==> src/rtl/tmr16_pkg.sv <==
// constants for the sixteen-bit timer core
package tmr16_pkg;
	localparam int ADDR_W = 5;
	localparam int DATA_W = 8;
	localparam int CNT_W  = 16;
	// byte addresses of the register map
	localparam logic [4:0] CTRL_A = 5'h00;
	localparam logic [4:0] CTRL_B = 5'h01;
	localparam logic [4:0] CTRL_C = 5'h02;
	localparam logic [4:0] CNT_L  = 5'h04;
	localparam logic [4:0] CNT_H  = 5'h05;
	localparam logic [4:0] CAP_L  = 5'h06;
	localparam logic [4:0] CAP_H  = 5'h07;
	localparam logic [4:0] CMPA_L = 5'h08;
	localparam logic [4:0] CMPA_H = 5'h09;
	localparam logic [4:0] CMPB_L = 5'h0a;
	localparam logic [4:0] CMPB_H = 5'h0b;
	localparam logic [4:0] CMPC_L = 5'h0c;
	localparam logic [4:0] CMPC_H = 5'h0d;
	localparam logic [4:0] FLAG   = 5'h0e;
	localparam logic [4:0] MASK   = 5'h0f;
	localparam logic [4:0] POWER  = 5'h10;
	// field positions
	localparam int CA_TOP_LSB  = 0;
	localparam int CA_PWM_BIT  = 3;
	localparam int CA_DUAL_BIT = 4;
	localparam int CB_CS_LSB   = 0;
	localparam int CB_EDGE_BIT = 6;
	localparam int CB_NC_BIT   = 7;
	localparam int CC_ACMP_BIT = 0;
	localparam int FL_OVF      = 0;
	localparam int FL_CMPA     = 1;
	localparam int FL_CAP      = 5;
	localparam int PG_BIT      = 0;
	localparam logic [7:0] FLAG_BITS = 8'h2f;
	localparam logic [7:0] CTRL_RST  = 8'h00;
	localparam logic [7:0] POWER_RST = 8'h00;
	// top selection codes and fixed values
	localparam logic [2:0] TOP_MAX  = 3'h0;
	localparam logic [2:0] TOP_FIX8 = 3'h1;
	localparam logic [2:0] TOP_FIX9 = 3'h2;
	localparam logic [2:0] TOP_FIXA = 3'h3;
	localparam logic [2:0] TOP_CMPA = 3'h4;
	localparam logic [2:0] TOP_CAP  = 3'h5;
	localparam logic [15:0] BOTTOM_VAL = 16'h0000;
	localparam logic [15:0] MAX_VAL    = 16'hffff;
	localparam logic [15:0] FIX8_VAL   = 16'h00ff;
	localparam logic [15:0] FIX9_VAL   = 16'h01ff;
	localparam logic [15:0] FIXA_VAL   = 16'h03ff;
	// clock select codes and prescaler tap widths
	localparam logic [2:0] CS_NONE = 3'h0;
	localparam logic [2:0] CS_DIV1 = 3'h1;
	localparam logic [2:0] CS_DIV8 = 3'h2;
	localparam logic [2:0] CS_D64  = 3'h3;
	localparam logic [2:0] CS_D256 = 3'h4;
	localparam logic [2:0] CS_D1K  = 3'h5;
	localparam logic [2:0] CS_FALL = 3'h6;
	localparam int PRE_SH_8   = 3;
	localparam int PRE_SH_64  = 6;
	localparam int PRE_SH_256 = 8;
	localparam int PRE_SH_1K  = 10;
	localparam int NC_SAMPLES = 4;
	typedef enum logic {TMR16_UP, TMR16_DOWN} tmr16_dir_type;
endpackage

==> src/rtl/tmr16_clk_sel.sv <==
// timer clock selection: prescaler taps and external pin edges
`timescale 1ns/1ps
module tmr16_clk_sel #(
	parameter int PRE_W = tmr16_pkg::PRE_SH_1K
) (
	input  wire logic       clk_sys_in,
	input  wire logic       arst_n_in,
	input  wire logic [2:0] clk_sel_in,
	input  wire logic       ext_count_pin_in,
	output logic            timer_tick_out
);
	logic [PRE_W-1:0] pre_reg;
	logic [PRE_W-1:0] pre_next;
	logic             sync1_reg;
	logic             sync2_reg;
	logic             last_reg;
	logic             tick_reg;
	logic             tick_next;

	always_comb begin
		pre_next = pre_reg + {{(PRE_W-1){1'b0}}, 1'b1};
		case (clk_sel_in)
			tmr16_pkg::CS_NONE: tick_next = 1'b0;
			tmr16_pkg::CS_DIV1: tick_next = 1'b1;
			tmr16_pkg::CS_DIV8: tick_next = &pre_reg[tmr16_pkg::PRE_SH_8-1:0];
			tmr16_pkg::CS_D64:  tick_next = &pre_reg[tmr16_pkg::PRE_SH_64-1:0];
			tmr16_pkg::CS_D256: tick_next = &pre_reg[tmr16_pkg::PRE_SH_256-1:0];
			tmr16_pkg::CS_D1K:  tick_next = &pre_reg[tmr16_pkg::PRE_SH_1K-1:0];
			tmr16_pkg::CS_FALL: tick_next = last_reg & ~sync2_reg;
			default:            tick_next = sync2_reg & ~last_reg;
		endcase
	end

	always_ff @(posedge clk_sys_in or negedge arst_n_in) begin
		if (!arst_n_in) begin
			pre_reg   <= '0;
			sync1_reg <= 1'b0;
			sync2_reg <= 1'b0;
			last_reg  <= 1'b0;
			tick_reg  <= 1'b0;
		end else begin
			pre_reg   <= pre_next;
			sync1_reg <= ext_count_pin_in;
			sync2_reg <= sync1_reg;
			last_reg  <= sync2_reg;
			tick_reg  <= tick_next;
		end
	end

	assign timer_tick_out = tick_reg;
endmodule // tmr16_clk_sel

==> src/rtl/tmr16_cap_in.sv <==
// capture trigger: sync, noise filter and edge detect
`timescale 1ns/1ps
module tmr16_cap_in #(
	parameter int NC = tmr16_pkg::NC_SAMPLES
) (
	input  wire logic clk_sys_in,
	input  wire logic arst_n_in,
	input  wire logic capture_pin_in,
	input  wire logic comparator_in,
	input  wire logic use_comparator_in,
	input  wire logic filter_on_in,
	input  wire logic rising_in,
	output logic      capture_evt_out
);
	logic [1:0]    pin_sync_reg;
	logic [1:0]    cmp_sync_reg;
	logic [NC-1:0] samp_reg;
	logic [NC-1:0] samp_next;
	logic          filt_reg;
	logic          filt_next;
	logic          evt_reg;
	logic          evt_next;
	logic          src;

	always_comb begin
		src       = use_comparator_in ? cmp_sync_reg[1] : pin_sync_reg[1];
		samp_next = {samp_reg[NC-2:0], src};
		filt_next = src;
		if (filter_on_in) begin
			filt_next = (&samp_reg) ? 1'b1 : (|samp_reg) ? filt_reg : 1'b0;
		end
		evt_next = rising_in ? (filt_next & ~filt_reg) : (filt_reg & ~filt_next);
	end

	always_ff @(posedge clk_sys_in or negedge arst_n_in) begin
		if (!arst_n_in) begin
			pin_sync_reg <= 2'h0;
			cmp_sync_reg <= 2'h0;
			samp_reg     <= '0;
			filt_reg     <= 1'b0;
			evt_reg      <= 1'b0;
		end else begin
			pin_sync_reg <= {pin_sync_reg[0], capture_pin_in};
			cmp_sync_reg <= {cmp_sync_reg[0], comparator_in};
			samp_reg     <= samp_next;
			filt_reg     <= filt_next;
			evt_reg      <= evt_next;
		end
	end

	assign capture_evt_out = evt_reg;
endmodule // tmr16_cap_in

==> src/rtl/tmr16_core.sv <==
// sixteen-bit timer core with byte access, compare and capture
`timescale 1ns/1ps
// Functional notes
// - counter, compares and capture are 16 bits; controls are 8 bits, free access
// - counter holds when no clock source is selected
// - tick comes from prescaler or external pin with selected edge
// - three buffered compares checked on each timer tick except the first one after a counter write, driving compare output pins
// - a compare match sets that channel's match flag
// - selected capture edge latches counter unless capture register is top; optional noise filter before edge detect
// - top is 0xffff, 0x00ff, 0x01ff, 0x03ff, compare A or capture register
// - compare A as top in pwm: no channel A output, top double buffered
// - bottom when counter is 0x0000, max when 0xffff
// - one 8-bit temporary high byte shared by all 16-bit registers
// - low byte write loads temporary and low byte together; capture register only when it is top
// - low byte read copies high byte into temporary in same cycle
// - compare reads bypass the temporary byte
// - five flag sources: overflow, three matches, capture
// - flags in one flag register, each gated by its mask bit
// - counter high-byte location reaches only the temporary byte
// - counter write beats counting in the same cycle
module tmr16_core (
	input  wire logic       clk_sys_in,
	input  wire logic       arst_n_in,
	input  wire logic [4:0] addr_in,
	input  wire logic [7:0] wdata_in,
	input  wire logic       wr_in,
	input  wire logic       rd_in,
	output logic      [7:0] rdata_out,
	input  wire logic       ext_count_pin_in,
	input  wire logic       capture_pin_in,
	input  wire logic       comparator_in,
	output logic      [2:0] compare_out_pins_out,
	output logic      [7:0] irq_req_out,
	output logic            count_bottom_out,
	output logic            count_max_out
);
	logic [7:0]               ctrl_a_reg, ctrl_a_next;
	logic [7:0]               ctrl_b_reg, ctrl_b_next;
	logic [7:0]               ctrl_c_reg, ctrl_c_next;
	logic [15:0]              count_reg, count_next;
	logic [15:0]              capture_reg, capture_next;
	logic [15:0]              cmp_buf_reg [3];
	logic [15:0]              cmp_buf_next [3];
	logic [15:0]              cmp_act_reg [3];
	logic [15:0]              cmp_act_next [3];
	logic [7:0]               temp_reg, temp_next;
	logic [7:0]               flag_reg, flag_next;
	logic [7:0]               mask_reg, mask_next;
	logic [7:0]               power_reg, power_next;
	logic [7:0]               rdata_reg, rdata_next;
	logic [7:0]               irq_reg, irq_next;
	logic [2:0]               pin_reg, pin_next;
	logic                     block_reg, block_next;
	tmr16_pkg::tmr16_dir_type dir_reg, dir_next;
	logic                     timer_tick;
	logic                     cap_evt;
	logic                     gate;
	logic                     run;
	logic                     pwm;
	logic                     dual;
	logic [2:0]               top_sel;
	logic [15:0]              top_val;
	logic                     cnt_wr;
	logic                     cap_ok;
	logic [2:0]               match;
	logic [7:0]               set_bits;

	////////////////////////////////////////////////////////////////////////
	// clock source and capture trigger
	tmr16_clk_sel u_clk_sel (
		.clk_sys_in       (clk_sys_in),
		.arst_n_in        (arst_n_in),
		.clk_sel_in       (ctrl_b_reg[tmr16_pkg::CB_CS_LSB +: 3]),
		.ext_count_pin_in (ext_count_pin_in),
		.timer_tick_out   (timer_tick)
	);

	tmr16_cap_in u_cap_in (
		.clk_sys_in        (clk_sys_in),
		.arst_n_in         (arst_n_in),
		.capture_pin_in    (capture_pin_in),
		.comparator_in     (comparator_in),
		.use_comparator_in (ctrl_c_reg[tmr16_pkg::CC_ACMP_BIT]),
		.filter_on_in      (ctrl_b_reg[tmr16_pkg::CB_NC_BIT]),
		.rising_in         (ctrl_b_reg[tmr16_pkg::CB_EDGE_BIT]),
		.capture_evt_out   (cap_evt)
	);

	////////////////////////////////////////////////////////////////////////
	// mode decode and compare
	assign gate    = power_reg[tmr16_pkg::PG_BIT];
	assign run     = timer_tick & ~gate;
	assign pwm     = ctrl_a_reg[tmr16_pkg::CA_PWM_BIT];
	assign dual    = ctrl_a_reg[tmr16_pkg::CA_DUAL_BIT];
	assign top_sel = ctrl_a_reg[tmr16_pkg::CA_TOP_LSB +: 3];
	assign cnt_wr  = wr_in & (addr_in == tmr16_pkg::CNT_L);
	assign cap_ok  = cap_evt & ~gate & (top_sel != tmr16_pkg::TOP_CAP);

	always_comb begin
		case (top_sel)
			tmr16_pkg::TOP_FIX8: top_val = tmr16_pkg::FIX8_VAL;
			tmr16_pkg::TOP_FIX9: top_val = tmr16_pkg::FIX9_VAL;
			tmr16_pkg::TOP_FIXA: top_val = tmr16_pkg::FIXA_VAL;
			tmr16_pkg::TOP_CMPA: top_val = cmp_act_reg[0];
			tmr16_pkg::TOP_CAP:  top_val = capture_reg;
			default:             top_val = tmr16_pkg::MAX_VAL;
		endcase
	end

	genvar g;
	generate
		for (g = 0; g < 3; g++) begin : g_chan
			assign match[g] = run & ~block_reg & (count_reg == cmp_act_reg[g]);
		end
	endgenerate

	////////////////////////////////////////////////////////////////////////
	// next-state logic
	always_comb begin
		ctrl_a_next  = ctrl_a_reg;
		ctrl_b_next  = ctrl_b_reg;
		ctrl_c_next  = ctrl_c_reg;
		count_next   = count_reg;
		capture_next = capture_reg;
		cmp_buf_next = cmp_buf_reg;
		cmp_act_next = cmp_act_reg;
		temp_next    = temp_reg;
		mask_next    = mask_reg;
		power_next   = power_reg;
		dir_next     = dir_reg;
		block_next   = block_reg & ~run;
		rdata_next   = 8'h00;
		set_bits     = 8'h00;
		pin_next     = pin_reg;
		// counting
		if (run) begin
			if (dual) begin
				if (dir_reg == tmr16_pkg::TMR16_UP) begin
					if (count_reg >= top_val) begin
						dir_next   = tmr16_pkg::TMR16_DOWN;
						count_next = count_reg - 16'h0001;
					end else begin
						count_next = count_reg + 16'h0001;
					end
				end else if (count_reg == tmr16_pkg::BOTTOM_VAL) begin
					dir_next                   = tmr16_pkg::TMR16_UP;
					count_next                 = count_reg + 16'h0001;
					set_bits[tmr16_pkg::FL_OVF] = 1'b1;
				end else begin
					count_next = count_reg - 16'h0001;
				end
			end else if (count_reg == top_val) begin
				count_next                 = tmr16_pkg::BOTTOM_VAL;
				set_bits[tmr16_pkg::FL_OVF] = 1'b1;
			end else begin
				count_next = count_reg + 16'h0001;
			end
			if (pwm && count_reg == top_val) begin
				cmp_act_next = cmp_buf_reg;
			end
		end
		for (int i = 0; i < 3; i++) begin
			set_bits[tmr16_pkg::FL_CMPA + i] = match[i];
			if (pwm) begin
				pin_next[i] = count_reg < cmp_act_reg[i];
			end else if (match[i]) begin
				pin_next[i] = ~pin_reg[i];
			end
		end
		if (pwm && top_sel == tmr16_pkg::TOP_CMPA) begin
			pin_next[0] = 1'b0;
		end
		// capture
		if (cap_ok) begin
			capture_next                = count_reg;
			set_bits[tmr16_pkg::FL_CAP] = 1'b1;
		end
		flag_next = flag_reg;
		// bus writes
		if (wr_in) begin
			case (addr_in)
				tmr16_pkg::CTRL_A: ctrl_a_next = wdata_in;
				tmr16_pkg::CTRL_B: ctrl_b_next = wdata_in;
				tmr16_pkg::CTRL_C: ctrl_c_next = wdata_in;
				tmr16_pkg::CNT_H, tmr16_pkg::CAP_H, tmr16_pkg::CMPA_H,
				tmr16_pkg::CMPB_H, tmr16_pkg::CMPC_H: temp_next = wdata_in;
				tmr16_pkg::CNT_L: begin
					count_next = {temp_reg, wdata_in};
					block_next = 1'b1;
				end
				tmr16_pkg::CAP_L: begin
					if (top_sel == tmr16_pkg::TOP_CAP) begin
						capture_next = {temp_reg, wdata_in};
					end
				end
				tmr16_pkg::CMPA_L: cmp_buf_next[0] = {temp_reg, wdata_in};
				tmr16_pkg::CMPB_L: cmp_buf_next[1] = {temp_reg, wdata_in};
				tmr16_pkg::CMPC_L: cmp_buf_next[2] = {temp_reg, wdata_in};
				tmr16_pkg::FLAG:   flag_next = flag_reg & ~(wdata_in & tmr16_pkg::FLAG_BITS);
				tmr16_pkg::MASK:   mask_next = wdata_in & tmr16_pkg::FLAG_BITS;
				tmr16_pkg::POWER:  power_next = wdata_in & 8'h01;
				default:           power_next = power_reg;
			endcase
		end
		flag_next = flag_next | set_bits;
		if (!pwm) begin
			cmp_act_next = cmp_buf_next;
		end
		// bus reads
		if (rd_in) begin
			case (addr_in)
				tmr16_pkg::CTRL_A: rdata_next = ctrl_a_reg;
				tmr16_pkg::CTRL_B: rdata_next = ctrl_b_reg;
				tmr16_pkg::CTRL_C: rdata_next = ctrl_c_reg;
				tmr16_pkg::CNT_L: begin
					rdata_next = count_reg[7:0];
					temp_next  = count_reg[15:8];
				end
				tmr16_pkg::CAP_L: begin
					rdata_next = capture_reg[7:0];
					temp_next  = capture_reg[15:8];
				end
				tmr16_pkg::CNT_H, tmr16_pkg::CAP_H: rdata_next = temp_reg;
				tmr16_pkg::CMPA_L: rdata_next = cmp_buf_reg[0][7:0];
				tmr16_pkg::CMPA_H: rdata_next = cmp_buf_reg[0][15:8];
				tmr16_pkg::CMPB_L: rdata_next = cmp_buf_reg[1][7:0];
				tmr16_pkg::CMPB_H: rdata_next = cmp_buf_reg[1][15:8];
				tmr16_pkg::CMPC_L: rdata_next = cmp_buf_reg[2][7:0];
				tmr16_pkg::CMPC_H: rdata_next = cmp_buf_reg[2][15:8];
				tmr16_pkg::FLAG:   rdata_next = flag_reg;
				tmr16_pkg::MASK:   rdata_next = mask_reg;
				tmr16_pkg::POWER:  rdata_next = power_reg;
				default:           rdata_next = 8'h00;
			endcase
		end
		irq_next = flag_next & mask_next;
	end

	////////////////////////////////////////////////////////////////////////
	// registers
	always_ff @(posedge clk_sys_in or negedge arst_n_in) begin
		if (!arst_n_in) begin
			ctrl_a_reg  <= tmr16_pkg::CTRL_RST;
			ctrl_b_reg  <= tmr16_pkg::CTRL_RST;
			ctrl_c_reg  <= tmr16_pkg::CTRL_RST;
			count_reg   <= tmr16_pkg::BOTTOM_VAL;
			capture_reg <= tmr16_pkg::BOTTOM_VAL;
			for (int i = 0; i < 3; i++) begin
				cmp_buf_reg[i] <= tmr16_pkg::BOTTOM_VAL;
				cmp_act_reg[i] <= tmr16_pkg::BOTTOM_VAL;
			end
			temp_reg    <= 8'h00;
			flag_reg    <= 8'h00;
			mask_reg    <= 8'h00;
			power_reg   <= tmr16_pkg::POWER_RST;
			rdata_reg   <= 8'h00;
			irq_reg     <= 8'h00;
			pin_reg     <= 3'h0;
			block_reg   <= 1'b0;
			dir_reg     <= tmr16_pkg::TMR16_UP;
		end else begin
			ctrl_a_reg  <= ctrl_a_next;
			ctrl_b_reg  <= ctrl_b_next;
			ctrl_c_reg  <= ctrl_c_next;
			count_reg   <= count_next;
			capture_reg <= capture_next;
			cmp_buf_reg <= cmp_buf_next;
			cmp_act_reg <= cmp_act_next;
			temp_reg    <= temp_next;
			flag_reg    <= flag_next;
			mask_reg    <= mask_next;
			power_reg   <= power_next;
			rdata_reg   <= rdata_next;
			irq_reg     <= irq_next;
			pin_reg     <= pin_next;
			block_reg   <= block_next;
			dir_reg     <= dir_next;
		end
	end

	assign rdata_out            = rdata_reg;
	assign irq_req_out          = irq_reg;
	assign compare_out_pins_out = pin_reg;
	assign count_bottom_out     = count_reg == tmr16_pkg::BOTTOM_VAL;
	assign count_max_out        = count_reg == tmr16_pkg::MAX_VAL;
endmodule // tmr16_core

==> config.mk <==
export PLATFORM = sky130hd
export DESIGN_NAME = tmr16_core
export DESIGN_NICKNAME = d
export VERILOG_FILES = /design/src/rtl/tmr16_pkg.sv /design/src/rtl/tmr16_clk_sel.sv /design/src/rtl/tmr16_cap_in.sv /design/src/rtl/tmr16_core.sv
export SDC_FILE = /design/constraint.sdc
export NUM_CORES = 1
export LEC_CHECK = 0
export ABC_AREA = 1
export BUFFER_PORTS_ARGS = -buffer_cell sky130_fd_sc_hd__buf_2
export CAP_MARGIN = 20
export CORE_UTILIZATION = 50
export CTS_BUF_LIST = sky130_fd_sc_hd__clkbuf_16
export DETAILED_ROUTE_END_ITERATION = 10
export PLACE_DENSITY = 0.78
export REMOVE_ABC_BUFFERS = 1
export SLEW_MARGIN = 10
export SYNTH_ARGS = -nofsm -noshare
export SYNTH_HDL_FRONTEND = slang
export SYNTH_HIERARCHICAL = 1
export SYNTH_SLANG_ARGS = --single-unit
==> constraint.sdc <==
create_clock -name clk_sys_in -period 3.5 [get_ports clk_sys_in]
set_input_delay 0.175 -clock clk_sys_in [delete_from_list [all_inputs] [get_ports clk_sys_in]]
set_output_delay 0.175 -clock clk_sys_in [all_outputs]
set_load 0.05 [all_outputs]
# Word level (Yosys, flattened, before mapping)
# Cells that the tools add are included.
# totals
regBits	222
latch_bits	0
ram_bits	0
romBits	0
in_bits	20
output_inout_bits	21
elab_cells	175
n_memories	0
# classes
n_addsub	3
mul	0
n_div	0
n_lt_le_gt_ge	4
eq_ne	34
shifts	0
n_mux	54
n_bitwise	26
reduce_logical	22
# ops
op	count
$mux W16	15
$mux W48	4
$pmux W8 S15	1
$pmux W16 S5	1
$eq A16 B16 Y1	4
$mux W8	8
$lt A16 B16 Y1	3
$eq A5 B4 Y1 const B	8
$mux W1	23
$eq A5 B3 Y1 const B	4
$add A16 B1 Y16 const B	1
$and A8 B8 Y8	2
$eq A16 B16 Y1 const B	1
$ge A16 B16 Y1	1
$logic_not A16 Y1	1
$pmux W8 S2	1
$sub A16 B1 Y16 const B	1
$eq A3 B3 Y1 const B	5
$and A1 B1 Y1	12
$eq A3 B2 Y1 const B	4
$reduce_and A2 Y1	6
$add A10 B1 Y10 const B	1
$not A1 Y1	10
$reduce_and A10 Y1	1
other kinds (21)	25

# Depth between registers and ports, before layout
# depth
word_depth	9
ltp_mapped	22
mapped_depth_nobuf	22

# Cells and area by module
# The synthesis kept the hierarchy.
# modules_own_cells
mod	n_inst	cells_each	area_per_inst_um2	seq_area_each_um2
tmr16_core	1	1437	11775.0	4729.5
tmr16_clk_sel	1	62	608.1	350.3
tmr16_cap_in	1	33	342.8	250.2

# Worst setup path before layout
# No wires, ideal clock.
# synth_timing
path_type	flip-flop to output port
start	reg count_reg[2]
end	out count_max_out
t_arrival_ns	2.520
t_required_ns	3.325
setup_slack_ns	0.805
path_stages_with_launch	8
path_buffers	1
path_cell_list	dfrtp_1 -> buf_6 -> nand2_1 -> nor2_1 -> nand3_1 -> nor2_1 -> nand2_1 -> nor4_1
# synth_between
elab_chain_len	1
# synth_rtl
item	line_no	source
from (decl)	tmr16_core.sv:40	logic [15:0] count_reg, count_next;
from (signal assigned)	tmr16_core.sv:246	count_reg <= tmr16_pkg::BOTTOM_VAL;
from (signal assigned)	tmr16_core.sv:265	count_reg <= count_next;
$eq A16 B16 Y1	tmr16_core.sv:285	assign count_max_out = count_reg == tmr16_pkg::MAX_VAL;
to (decl)	tmr16_core.sv:35	output logic count_max_out
# Every way passes these cells.

# Worst setup path in the final report
# layout_timing
start	reg ctrl_a_reg[2]
end	reg count_reg[9]
# layout_between
elab_chain_len	9
# layout_rtl
item	line_no	source
from (decl)	tmr16_core.sv:37	logic [7:0] ctrl_a_reg, ctrl_a_next;
from (signal assigned)	tmr16_core.sv:243	ctrl_a_reg <= tmr16_pkg::CTRL_RST;
from (signal assigned)	tmr16_core.sv:262	ctrl_a_reg <= ctrl_a_next;
$eq A3 B3 Y1, or another cell as far along	tmr16_core.sv:100	case (top_sel)
$pmux W16 S5 *	tmr16_core.sv:100	
$ge A16 B16 Y1	tmr16_core.sv:139	if (count_reg >= top_val) begin
$mux W16	tmr16_core.sv:139	
$mux W16	tmr16_core.sv:138	if (dir_reg == tmr16_pkg::TMR16_UP) begin
$mux W16 *	tmr16_core.sv:137	if (dual) begin
$mux W16 *	tmr16_core.sv:136	if (run) begin
$mux W16	tmr16_core.sv:181	case (addr_in)
$mux W16 *	tmr16_core.sv:180	if (wr_in) begin
net count_next[9]	tmr16_core.sv:40	
# Mark *: on every way through the listed nets, which the timed path passes. The rest lies on a longest branch.
# A chain may end at the register's enable or synchronous reset.

==> out/metrics.cfg <==
[timing]
relSlewSlack_pct = 48.0
min_period_over_period_pct = 91.8
setup_viol = 0
rsz0062_at_grt = no
slew_violations = 0
final.setup.tns_ns = 0
hold_viol = 0
worstMarginPinSlew_ns = 0.780
fmax_mhz = 311
timing.clock.skew_ns = 0.0192
min_period_ns = 3.21

[placement]
gp_congestion = 1.01
dpl_cell_area_um2 = 13100
numPortBuffers = 37
hpwl_um = 29200

[grt]
grt_pass1_vias = 11100
grt_start_max_net_pins = 97
grt-ovfl-total = 0
grt_pass1_wl_um = 62900
globalRouteTotalUtil_pct = 31.6
antenna_found_initial = 0

[yosys]
ys.flop_type = dfrtp_1
avgSynthCellArea_um2 = 8.31
yosysWarnings = 6
yosysMostFrequentCell = nand2_1
syn_area_um2 = 12700
netlist.area_leader.share_pct = 41.9
synthTopCellsByCount = nand2_1, dfrtp_1, inv_1
synth_seq_area_share_pct = 41.9
syn_inst = 1532
synth_area_leaders = dfrtp_1, nand2_1, ha_1, inv_1, o21ai_0
synth_edf_count = 0
synthArstFlopShare_pct = 100
synth_top_cell_by_area = dfrtp_1
yosysUniqueCellTypes = 50
ys_seq_elements = 213

[die]
dieArea_um2 = 26100
ios = 41
die_h_um = 162
start_util_pct = 50.8
core_um2 = 25000
num_rows = 58
die_x_um = 162

[critical_path]
crit_chain = inv_1 > ha_1 > nor2_1 > nand2_1 > a221oi_1 > ha_1 > nand2_1 > nor2_1 > nand2_1 > o21ai_1 > nor2_1 > nand2_1 > nand2_4 > nor2_2 > nand2_1 > nand3b_1 > nand2_1 > inv_1
cp_max_fo = 13
cp_common_cell = nand2_1
path_buf_inv = 2
crit_type = reg2reg
cp_top_family = simple AND/OR/NAND/NOR gates
slowest_stage = dfrtp_1
crit_arrival_ns = 3.68
critPathRequiredTime_ns = 3.97
cp-start-kind = flop
endpoint_kind = flop
slowest_delay_ns = 0.38

[cts]
clockBufferDepth = 3
clkLatencyLatePin_ns = 0.53
cts_sinks = 213
clk_pin_slew_ns = 0.07
h-tree-depth = 1
root_buffer = clkbuf_16
cts-resized-gates = 0
cts_tree = built
cts_made_buffers = 24

[pwr]
static-leakage-power_uw = 0.00668
power_density_nw_per_um2 = 747
vdd_drop_max_mv = 0.435

[finish]
nNetsFinal = 1666
syn2layout_area_growth_pct = 10.6
final_area_um2 = 14100
final_core_util_pct = 56.2
diodes = 0
layout-drive-gt1-share_pct = 15.4

[route]
drt_iter0_markers = 1317
routed_wl_um = 40400
routedWlPerCell_um = 21.0
dr_total_vias = 11500
viasPerCell = 5.97
drtAntennaViolNets = 0
drc = 0
dr.pass1.iters = 7

[outcome]
outcome = completed

[min_path]
hold_path.class = in2reg

[job]
drv_cap = 0

-- power breakdown --
part | internal, uW | switching, uW
Combinational | 1420 | 2800
Sequential | 3080 | 577
Clock | 1530 | 1100
-- worst reg2reg max path: cells and delay by family, from the launching register on --
family / cells / cell delay, ns
AND/OR/NAND/NOR: 12 / 1.63
AO/OA/AOI/OAI: 2 / 0.42
adder cells (fa/ha/maj): 2 / 0.47
buffers and inverters: 2 / 0.23
flip-flops: 1 / 0.38
-- routing by layer --
layer	vias up	GRT usage, %	wire length, um	share of wire, %
met4	0	16.3	2490	6.1
met3	162	6.47	4170	10
met1	5401	42.8	16100	40
met2	683	47.9	17600	44
met5	-	0	0	0
li1	5248	-	-	-
-- placed cells by master, fill, tap and decap left out, types with 29 or more instances in the layout --
cell type  synthesis  routed
nand2_1          345     345
buf_2             20      36
a21oi_1           44      44
inv_1            166     167
o21ai_1           29      29
nand3_1           77      77
o21ai_0           83      83
o21ai_2           44      44
o221ai_1          30      30
ha_1              70      70
dfrtp_1          213     213
nor2_1           106     106
-- what timing repair did --
item                                   in CTS  in global routing
hold buffers                               12                  0
endpoints found under the hold margin     103                  0
buffers inserted                            0                  0
-- path summary, 6_finish.rpt --
| check | from | endpoint | slack, ns | cells after the start |
|---|---|---|---|---|
| worst max-delay path | ctrl_a_reg[2] | count_reg[9] | 0.29 | 18 |
| worst min register to register | u_cap_in/cmp_sync_reg[0] | u_cap_in/cmp_sync_reg[1] | 0.35 | 0 |
| min in group asynchronous | arst_n_in | count_reg[14] | 0.28 | 2 |
| worst max register to register | ctrl_a_reg[2] | count_reg[9] | 0.29 | 18 |
| max in group asynchronous | arst_n_in | count_reg[12] | 2.31 | 3 |
| worst min-delay path | addr_in[4] | power_reg[0] | 0.03 | 3 |
-- cells by family after synthesis --
kind of cell / after synthesis / share of synthesized area, %
buffers and inverters: 257 / 9.16
XOR/XNOR: 28 / 1.93
flip-flops: 213 / 41.9
AND/OR/NAND/NOR: 621 / 22.0
adder cells (fa/ha/maj): 70 / 6.88
other: 1 / 0.0295
AO/OA/AOI/OAI: 342 / 18.1
-- through the flow --
| step | hold slack (ns) | total power, uW | cells | setup WS (ns) |
|---|---|---|---|---|
| global route | 0.0485 | 11100 | 1924 | 0.0346 |
| finish | 0.0276 | 10500 | 1924 | 0.286 |
| global placement | 0.271 | 7600 | 1868 | 0.447 |
| detailed placement | 0.266 | 7740 | 1868 | 0.369 |
| floorplan | -0.121 | 6320 | 1476 | 0.253 |
| CTS | 0.000749 | 10400 | 1924 | 0.341 |
-- area by class of cell --
type | count | area, um2
flip-flops and latches | 213 | 5330
clock inverters | 19 | 193
repair buffers | 74 | 528
multi-input cells | 1064 | 6240
fillers | 2249 | 11000
inverters | 199 | 754
clock buffers | 25 | 626
well taps | 330 | 413
Power figures use the tool's default switching activity.
